**src/serial_port_regs.svh**
```systemverilog
`ifndef SERIAL_PORT_REGS_SVH
`define SERIAL_PORT_REGS_SVH

// ==========================================================
// register addresses on the special function register bus
`define SP_DATA_ADDR 8'hf7
`define SP_CTRL_ADDR 8'hf8

// ==========================================================
// reset values
`define SP_DATA_RESET 8'h00
`define SP_CTRL_RESET 8'h00

// ==========================================================
// control/status field positions
`define SP_BIT_DONE 7
`define SP_BIT_WRITE_COLLISION_FLAG 6
`define SP_BIT_ENABLE 5
`define SP_BIT_MASTER 4
`define SP_BIT_IDLE_LEVEL 3
`define SP_BIT_LAUNCH_EDGE 2
`define SP_BIT_RATE_HI 1
`define SP_BIT_RATE_LO 0

// ==========================================================
// timing counts
`define SP_LAST_BIT 4'h7
`define SP_BITS_PER_BYTE 4'h8
`define SP_LAST_EDGE 4'hf
`define SP_HALF_BASE 4'h1

`endif

```
**src/sp_pkg.sv**
```systemverilog
// ==========================================================
// shared types
package sp_pkg;
   typedef logic [7:0] byte_t;
   typedef logic [1:0] rate_t;
   typedef logic [2:0] bit_sel_t;
   typedef enum logic [3:0] {
      ST_IDLE = 4'b0001,
      ST_WAIT = 4'b0010,
      ST_RUN = 4'b0100,
      ST_FINISH = 4'b1000
   } engine_state_e;
endpackage : sp_pkg

```
**src/rate_divider.sv**
```systemverilog
`timescale 1ns/1ps
`default_nettype none
`include "serial_port_regs.svh"

// ==========================================================
// half-period tick: every 2^rate core clocks, so a full
// serial clock period is 2^(rate+1) core clocks
module rate_divider (
   input wire logic core_clk,
   input wire logic reset,
   input wire logic run,
   input wire sp_pkg::rate_t rate,
   output logic tick
);
   import sp_pkg::*;

   logic [3:0] count_reg;
   logic [3:0] half_cycles;

   assign half_cycles = `SP_HALF_BASE << rate;
   assign tick = run && (count_reg == half_cycles - `SP_HALF_BASE);

   always_ff @(posedge core_clk) begin
      if (reset || !run || tick) begin
         count_reg <= 4'h0;
      end else begin
         count_reg <= count_reg + `SP_HALF_BASE;
      end
   end
endmodule : rate_divider

`default_nettype wire

```
**src/two_entry_buffer.sv**
```systemverilog
`timescale 1ns/1ps
`default_nettype none

// ==========================================================
// two-entry buffer between shift engine and data register
module two_entry_buffer (
   input wire logic core_clk,
   input wire logic reset,
   input wire logic in_valid,
   input wire sp_pkg::byte_t in_data,
   output logic in_ready,
   output logic out_valid,
   output sp_pkg::byte_t out_data,
   input wire logic out_ready
);
   import sp_pkg::*;

   byte_t mem [0:1];
   logic wr_ptr_reg;
   logic rd_ptr_reg;
   logic [1:0] count_reg;
   logic push;
   logic pop;

   assign in_ready = (count_reg != 2'h2);
   assign out_valid = (count_reg != 2'h0);
   assign out_data = mem[rd_ptr_reg];
   assign push = in_valid && in_ready;
   assign pop = out_valid && out_ready;

   always_ff @(posedge core_clk) begin
      if (push) begin
         mem[wr_ptr_reg] <= in_data;
      end
   end

   always_ff @(posedge core_clk) begin
      if (reset) begin
         wr_ptr_reg <= 1'b0;
         rd_ptr_reg <= 1'b0;
         count_reg <= 2'h0;
      end else begin
         if (push) begin
            wr_ptr_reg <= ~wr_ptr_reg;
         end
         if (pop) begin
            rd_ptr_reg <= ~rd_ptr_reg;
         end
         if (push && !pop) begin
            count_reg <= count_reg + 2'h1;
         end else if (pop && !push) begin
            count_reg <= count_reg - 2'h1;
         end
      end
   end
endmodule : two_entry_buffer

`default_nettype wire

```
**src/spi_master_slave_port.sv**
```systemverilog
`timescale 1ns/1ps
`default_nettype none
`include "serial_port_regs.svh"

module spi_master_slave_port (
   input wire logic core_clk,
   input wire logic reset,
   input wire logic [7:0] sfr_addr,
   input wire logic sfr_wr,
   input wire sp_pkg::byte_t sfr_wdata,
   input wire logic sfr_bit_wr,
   input wire sp_pkg::bit_sel_t sfr_bit_sel,
   input wire logic sfr_bit_val,
   input wire logic sfr_rd,
   output sp_pkg::byte_t sfr_rdata,
   input wire logic mosi_in,
   output logic mosi_out,
   output logic mosi_oe,
   input wire logic miso_in,
   output logic miso_out,
   output logic miso_oe,
   input wire logic serial_clock_pin_in,
   output logic serial_clock_pin_out,
   output logic serial_clock_pin_oe,
   input wire logic slave_select_n,
   output logic two_wire_select
);
   import sp_pkg::*;

   // ==========================================================
   // state
   byte_t ctrl_reg;
   byte_t ctrl_next;
   byte_t rx_reg;
   logic rx_hold_reg;
   byte_t shift_reg;
   logic out_bit_reg;
   engine_state_e state_reg;
   engine_state_e state_next;
   logic [3:0] edge_cnt_reg;
   logic [3:0] bit_cnt_reg;
   logic sclk_prev_reg;
   logic ss_prev_reg;

   // ==========================================================
   // decode
   logic data_wr;
   logic data_rd;
   logic ctrl_byte_wr;
   logic ctrl_bit_wr;
   byte_t wr_mask;
   byte_t wr_val;
   logic enable;
   logic master;
   logic idle_level;
   logic launch_edge;
   rate_t rate;
   logic busy;
   logic collide;
   logic accept_wr;
   logic tick;
   logic m_edge;
   logic s_edge;
   logic edge_seen;
   logic leading;
   logic sample;
   logic launch;
   logic in_bit;
   logic ss_rise;
   logic m_end;
   logic s_end;
   logic s_abort;
   logic push;
   logic buf_in_ready;
   logic buf_out_valid;
   byte_t buf_out_data;
   logic load_rx;
   logic done_clear_wr;

   assign data_wr = sfr_wr && (sfr_addr == `SP_DATA_ADDR);
   assign data_rd = sfr_rd && (sfr_addr == `SP_DATA_ADDR);
   assign ctrl_byte_wr = sfr_wr && (sfr_addr == `SP_CTRL_ADDR);
   assign ctrl_bit_wr = sfr_bit_wr && (sfr_addr == `SP_CTRL_ADDR);

   always_comb begin
      wr_mask = 8'h00;
      wr_val = 8'h00;
      if (ctrl_byte_wr) begin
         wr_mask = 8'hff;
         wr_val = sfr_wdata;
      end else if (ctrl_bit_wr) begin
         wr_mask = 8'h01 << sfr_bit_sel;
         wr_val = {8{sfr_bit_val}};
      end
   end

   assign enable = ctrl_reg[`SP_BIT_ENABLE];
   assign master = ctrl_reg[`SP_BIT_MASTER];
   assign idle_level = ctrl_reg[`SP_BIT_IDLE_LEVEL];
   assign launch_edge = ctrl_reg[`SP_BIT_LAUNCH_EDGE];
   assign rate = ctrl_reg[`SP_BIT_RATE_HI:`SP_BIT_RATE_LO];

   // slave is busy only once a bit has moved; select low alone is not busy
   assign busy = master ? (state_reg != ST_IDLE)
                        : ((bit_cnt_reg != 4'h0) || (state_reg == ST_FINISH));
   assign collide = data_wr && busy;
   assign accept_wr = data_wr && !busy;
   assign done_clear_wr = wr_mask[`SP_BIT_DONE] && !wr_val[`SP_BIT_DONE];

   // ==========================================================
   // edge classification, shared by master and slave
   assign m_edge = master && (state_reg == ST_RUN) && tick;
   assign s_edge = !master && (state_reg == ST_RUN) && !slave_select_n
                   && (serial_clock_pin_in != sclk_prev_reg);
   assign edge_seen = m_edge || s_edge;
   assign leading = master ? !edge_cnt_reg[0] : (sclk_prev_reg == idle_level);
   assign sample = edge_seen && (leading != launch_edge);
   assign launch = edge_seen && (leading == launch_edge);
   assign in_bit = master ? miso_in : mosi_in;
   assign ss_rise = slave_select_n && !ss_prev_reg;
   assign m_end = m_edge && (edge_cnt_reg == `SP_LAST_EDGE);
   assign s_end = !master && (state_reg == ST_RUN)
                  && (launch_edge ? (sample && bit_cnt_reg == `SP_LAST_BIT)
                                  : (ss_rise && bit_cnt_reg == `SP_BITS_PER_BYTE));
   assign s_abort = !master && (state_reg == ST_RUN) && slave_select_n && !s_end;
   assign push = (state_reg == ST_FINISH);
   assign load_rx = buf_out_valid && !rx_hold_reg;

   rate_divider u_rate_divider (
      .core_clk(core_clk),
      .reset(reset),
      .run(master && (state_reg == ST_RUN)),
      .rate(rate),
      .tick(tick)
   );

   // a full buffer holds the engine in finish, and a master cannot start
   two_entry_buffer u_rx_buffer (
      .core_clk(core_clk),
      .reset(reset),
      .in_valid(push),
      .in_data(shift_reg),
      .in_ready(buf_in_ready),
      .out_valid(buf_out_valid),
      .out_data(buf_out_data),
      .out_ready(!rx_hold_reg)
   );

   // ==========================================================
   // engine state machine
   always_comb begin
      state_next = state_reg;
      case (state_reg)
         ST_IDLE: begin
            if (enable && master && accept_wr) begin
               state_next = buf_in_ready ? ST_RUN : ST_WAIT;
            end else if (enable && !master && !slave_select_n) begin
               state_next = ST_RUN;
            end
         end
         ST_WAIT: begin
            if (!enable || !master) begin
               state_next = ST_IDLE;
            end else if (buf_in_ready) begin
               state_next = ST_RUN;
            end
         end
         ST_RUN: begin
            if (!enable) begin
               state_next = ST_IDLE;
            end else if (m_end || s_end) begin
               state_next = ST_FINISH;
            end else if (s_abort) begin
               state_next = ST_IDLE;
            end
         end
         ST_FINISH: begin
            if (buf_in_ready) begin
               state_next = ST_IDLE;
            end
         end
         default: begin
            state_next = ST_IDLE;
         end
      endcase
   end

   always_ff @(posedge core_clk) begin
      if (reset) begin
         state_reg <= ST_IDLE;
      end else begin
         state_reg <= state_next;
      end
   end

   // ==========================================================
   // shift register and outgoing bit
   always_ff @(posedge core_clk) begin
      if (reset) begin
         shift_reg <= `SP_DATA_RESET;
         out_bit_reg <= 1'b0;
      end else if (accept_wr) begin
         shift_reg <= sfr_wdata;
         out_bit_reg <= sfr_wdata[7];
      end else begin
         if (sample) begin
            shift_reg <= {shift_reg[6:0], in_bit};
         end
         if (launch) begin
            out_bit_reg <= shift_reg[7];
         end
      end
   end

   // ==========================================================
   // bit and edge counters
   always_ff @(posedge core_clk) begin
      if (reset || state_reg != ST_RUN || s_end || slave_select_n && !master) begin
         bit_cnt_reg <= 4'h0;
      end else if (sample) begin
         bit_cnt_reg <= bit_cnt_reg + 4'h1;
      end
   end

   always_ff @(posedge core_clk) begin
      if (reset || state_reg != ST_RUN) begin
         edge_cnt_reg <= 4'h0;
      end else if (m_edge) begin
         edge_cnt_reg <= edge_cnt_reg + 4'h1;
      end
   end

   always_ff @(posedge core_clk) begin
      if (reset) begin
         sclk_prev_reg <= 1'b0;
         ss_prev_reg <= 1'b1;
      end else begin
         sclk_prev_reg <= serial_clock_pin_in;
         ss_prev_reg <= slave_select_n;
      end
   end

   // ==========================================================
   // master clock output
   always_ff @(posedge core_clk) begin
      if (reset) begin
         serial_clock_pin_out <= 1'b0;
      end else if (state_reg != ST_RUN) begin
         serial_clock_pin_out <= idle_level;
      end else if (m_edge) begin
         serial_clock_pin_out <= ~serial_clock_pin_out;
      end
   end

   // ==========================================================
   // pin directions and shared-pin select
   always_ff @(posedge core_clk) begin
      if (reset) begin
         mosi_oe <= 1'b0;
         miso_oe <= 1'b0;
         serial_clock_pin_oe <= 1'b0;
         two_wire_select <= 1'b1;
      end else begin
         mosi_oe <= enable && master;
         serial_clock_pin_oe <= enable && master;
         miso_oe <= enable && !master && !slave_select_n;
         two_wire_select <= !enable;
      end
   end

   assign mosi_out = out_bit_reg;
   assign miso_out = out_bit_reg;

   // ==========================================================
   // received byte register
   always_ff @(posedge core_clk) begin
      if (reset) begin
         rx_reg <= `SP_DATA_RESET;
         rx_hold_reg <= 1'b0;
      end else if (load_rx) begin
         rx_reg <= buf_out_data;
         rx_hold_reg <= 1'b1;
      end else if (data_rd || done_clear_wr) begin
         rx_hold_reg <= 1'b0;
      end
   end

   // ==========================================================
   // control/status register; hardware sets win over clears
   always_comb begin
      ctrl_next = (ctrl_reg & ~wr_mask) | (wr_val & wr_mask);
      if (data_rd) begin
         ctrl_next[`SP_BIT_DONE] = 1'b0;
      end
      if (load_rx) begin
         ctrl_next[`SP_BIT_DONE] = 1'b1;
      end
      if (collide) begin
         ctrl_next[`SP_BIT_WRITE_COLLISION_FLAG] = 1'b1;
      end
   end

   always_ff @(posedge core_clk) begin
      if (reset) begin
         ctrl_reg <= `SP_CTRL_RESET;
      end else begin
         ctrl_reg <= ctrl_next;
      end
   end

   // ==========================================================
   // read data, one cycle after the read strobe
   always_ff @(posedge core_clk) begin
      if (reset) begin
         sfr_rdata <= 8'h00;
      end else if (sfr_rd && sfr_addr == `SP_DATA_ADDR) begin
         sfr_rdata <= rx_reg;
      end else if (sfr_rd && sfr_addr == `SP_CTRL_ADDR) begin
         sfr_rdata <= {ctrl_reg[7:1], master ? ctrl_reg[0] : slave_select_n};
      end else begin
         sfr_rdata <= 8'h00;
      end
   end
endmodule : spi_master_slave_port

`default_nettype wire

```
**config.mk**
```make
export PLATFORM = sky130hd
export DESIGN_NAME = spi_master_slave_port
export DESIGN_NICKNAME = d
export VERILOG_FILES = /design/src/sp_pkg.sv /design/src/rate_divider.sv /design/src/two_entry_buffer.sv /design/src/spi_master_slave_port.sv
export VERILOG_INCLUDE_DIRS = /design/src /design/src/src
export SDC_FILE = /design/constraint.sdc
export NUM_CORES = 1
export LEC_CHECK = 0
export ABC_AREA = 1
export BUFFER_PORTS_ARGS = -buffer_cell sky130_fd_sc_hd__buf_2
export CAP_MARGIN = 40
export CORE_UTILIZATION = 50
export DETAILED_ROUTE_END_ITERATION = 8
export PLACE_DENSITY = 0.69
export RECOVER_POWER = 50
export SETUP_SLACK_MARGIN = 0.02
export SYNTH_ARGS = -nofsm -noshare
export SYNTH_HDL_FRONTEND = slang
export SYNTH_SLANG_ARGS = --single-unit
```
**constraint.sdc**
```tcl
create_clock -name core_clk -period 2.4 [get_ports core_clk]
set_clock_uncertainty 0.15 [all_clocks]
set_input_delay 0.24 -clock core_clk [delete_from_list [all_inputs] [get_ports core_clk]]
set_output_delay 0.24 -clock core_clk [all_outputs]
set_load 0.01 [all_outputs]
```
==> flow_metrics.env <==
export IMPL_slew_headroom_pct=58.0
export IMPL_synth_xor_area_share_pct=0.977
export IMPL_reg2reg_to="state_reg[2]"
export IMPL_synth_main_ff_cell="dfxtp_1"
export IMPL_fp_row_count=30
export IMPL_fin_area_um2=4060
export IMPL_regMostFlops="u_rx_buffer.mem"
export IMPL_critPathLaunch="state_reg[3]"
export IMPL_layout_drive_gt1_share_pct=15.0
export IMPL_synth_seq_cells=76
export IMPL_cp_start_kind="register"
export IMPL_post_synth_top_area_fraction_pct=33.5
export IMPL_crit_path_end="state_reg[2]"
export IMPL_drv_cap=0
export IMPL_clock_path_buffers=2
export IMPL_power_density_nw_per_um2=587
export IMPL_ys_seq_area_share_pct=46.9
export IMPL_synthAdderAreaFrac_pct=1.75
export IMPL_grt_first_pass_wirelength_mm=13.1
export IMPL_vdd_drop_max_uv=255
export IMPL_cp_end_kind="register"
export IMPL_async_flop_share_pct=0
export IMPL_die_w_um=86.7
export IMPL_drtIter0Drc=203
export IMPL_dieArea_um2=7510
export IMPL_vias=3123
export IMPL_n_antenna_cell=0
export IMPL_cts_repair_resized=0
export IMPL_finalSetupViolCount=0
export IMPL_hold_buffers=2
export IMPL_final_cells=604
export IMPL_crit_type="reg -> reg"
export IMPL_syn_area_per_cell_um2=7.90
export IMPL_clk_pin_slew_ns=0.08
export IMPL_p_sw_uw=555
export IMPL_worstHoldPathType="in -> reg"
export IMPL_grtUsageTotal_pct=22.9
export IMPL_drt_total_wl_mm=7.89
export IMPL_gp_congestion=0.881
export IMPL_p_leak_nw=1.59
export IMPL_synth_compound_area_share_pct=13.4
export IMPL_report_power_total_mw=2.38
export IMPL_rr_worst_depth=12
export IMPL_synth_area_leader_cell="dfxtp_1"
export IMPL_worstReg2RegStart="state_reg[3]"
export IMPL_clock_sinks=76
export IMPL_synth_top_family_by_area="simple AND/OR/NAND/NOR gates"
export IMPL_cts_buffers=9
export IMPL_synthCells=454
export IMPL_whs_ns=0.0307
export IMPL_synthDistinctLibCells=42
export IMPL_tritoncts="yes"
export IMPL_synth_common_cells="nand2_1 (118), dfxtp_1 (60), inv_1 (49)"
export IMPL_routed_via_density=5.17
export IMPL_fmax_ghz=0.496
export IMPL_largest_reg_flops=16
export IMPL_rrSetupSlack_ns=0.38
export IMPL_dp_hpwl_mm=5.86
export IMPL_pwr_share_seq_pct=54.9
export IMPL_placed_area_um2=3890
export IMPL_rsz0062_at_grt="false"
export IMPL_period_share_pct=84.1
export IMPL_yosysWarnings=0
export IMPL_tightest_slew_ns=0.627
export IMPL_post_place_cells=586
export IMPL_die_y_um=86.7
export IMPL_finalHoldViolCount=0
export IMPL_antenna_left=0
export IMPL_antenna_found_initial=0
export IMPL_layout_nets=537
export IMPL_area_delta_synth_final_pct=13.2
export IMPL_syn_nets=488
export IMPL_synth_edf_count=16
export IMPL_first_pass_iters=5
export IMPL_clkLatencyLatePin_ns=0.35
export IMPL_core_area_um2=6870
export IMPL_drc=0
export IMPL_overflow=0
export IMPL_cts_setup_buffers=0
export IMPL_synth_most_common_cell="nand2_1"
export IMPL_yosys_area_share_simple_pct=29.0
export IMPL_syn_area_um2=3580
export IMPL_clockPowerShare_pct=40.0
export IMPL_crit_fanout=11
export IMPL_cp_arrival_ns=2.11
export IMPL_synth_area_leaders="dfxtp_1 (34%), edfxtp_1 (13%), nand2_1 (12%)"
export IMPL_grt_pass1_vias=2724
export IMPL_p_int_mw=1.83
export IMPL_slew_viol_final=0
export IMPL_p_sw_share_pct=23.3
export IMPL_ios=44
export IMPL_grt_max_degree=21
export IMPL_synthMuxAreaShare_pct=0
export IMPL_h_tree_depth=3
export IMPL_initial_core_util_pct=52.2
export IMPL_status="completed"
export IMPL_fin_crit_ns=2.02
export IMPL_io_buffers=43
export IMPL_tns_ns=0
export IMPL_pwr_share_comb_pct=5.1
export IMPL_wl_per_cell_um=13.1
export IMPL_cts_root_buf="clkbuf_8"
export IMPL_required_ns=2.49
## worst max-delay path: stages (launching register included)
cell     delay (ns)
dfxtp_1        0.38
nor2_1         0.11
nand3_1        0.15
o21ai_2        0.19
nand2_2        0.10
inv_2          0.24
nand3_1        0.14
nand2_1        0.08
inv_1          0.06
nor2_1         0.09
nand2_1        0.08
o21ai_1        0.11
inv_1          0.04
## cells in the final DEF, fill, tap and decap left out, types with 5 or more instances in the layout
cell | Yosys | routed
buf_2 | 0 | 25
nand4_1 | 7 | 7
o21ai_0 | 17 | 17
clkbuf_8 | 0 | 9
buf_4 | 4 | 5
inv_1 | 49 | 49
a21oi_1 | 26 | 26
nand2_1 | 118 | 119
clkbuf_1 | 7 | 20
a31oi_1 | 21 | 21
nand3_1 | 26 | 26
nor2_1 | 36 | 37
dfxtp_1 | 60 | 60
ha_1 | 5 | 5
edfxtp_1 | 16 | 16
nand2_2 | 8 | 7
## power by group through the flow
stage / Clock [mW] / Combinational (mW) / Sequential, mW
5_1_grt: 1.02 / 0.137 / 1.31
6_report: 0.952 / 0.122 / 1.31
2_1_floorplan: 0 / 0.0717 / 1.34
3_3_place_gp: 0 / 0.119 / 1.34
4_1_cts: 0.971 / 0.123 / 1.31
3_5_place_dp: 0 / 0.120 / 1.34
## metrics by stage
step,utilization (%),worst slack [ns]
floorplan,-,0.556
global placement,56.6,0.413
detailed placement,56.6,0.371
CTS,59.7,0.383
global route,59.1,0.113
finish,59.1,0.382
## worst min-delay path by stage
| stage | from | to | cells past startpoint |
|---|---|---|---|
| global route | sfr_wdata[2] | shift_reg[2] | 3 |
| CTS | sfr_wdata[4] | shift_reg[4] | 3 |
| floorplan | slave_select_n | miso_oe | 1 |
| detailed placement | slave_select_n | miso_oe | 2 |
| finish | sfr_wdata[4] | shift_reg[4] | 3 |
| global placement | slave_select_n | miso_oe | 2 |
## cells by family (layout without fill, tap and decap cells)
family	after synthesis	in the layout
flops	76	76
simple gates	222	222
xor+xnor	4	4
buf+inv	67	121
compound gates	80	80
fa+ha+maj	5	5
## cell type report
cell class | instances | area [µm²]
clock buffer | 10 | 128
clock inverter | 6 | 65.1
fill | 622 | 2810
inverter | 54 | 204
multi-input combinational | 311 | 1600
sequential | 76 | 1680
tap | 96 | 120
timing repair buffer | 51 | 254
## routing by layer
metal	GRT usage, %	wire (µm)	share of wire [%]
met1	32.7	4180	53
met2	33.4	3140	40
met3	5.05	436	5.5
met4	9.70	140	1.8
met5	0	0	0
No activity file was read; power rests on OpenSTA's default activity.
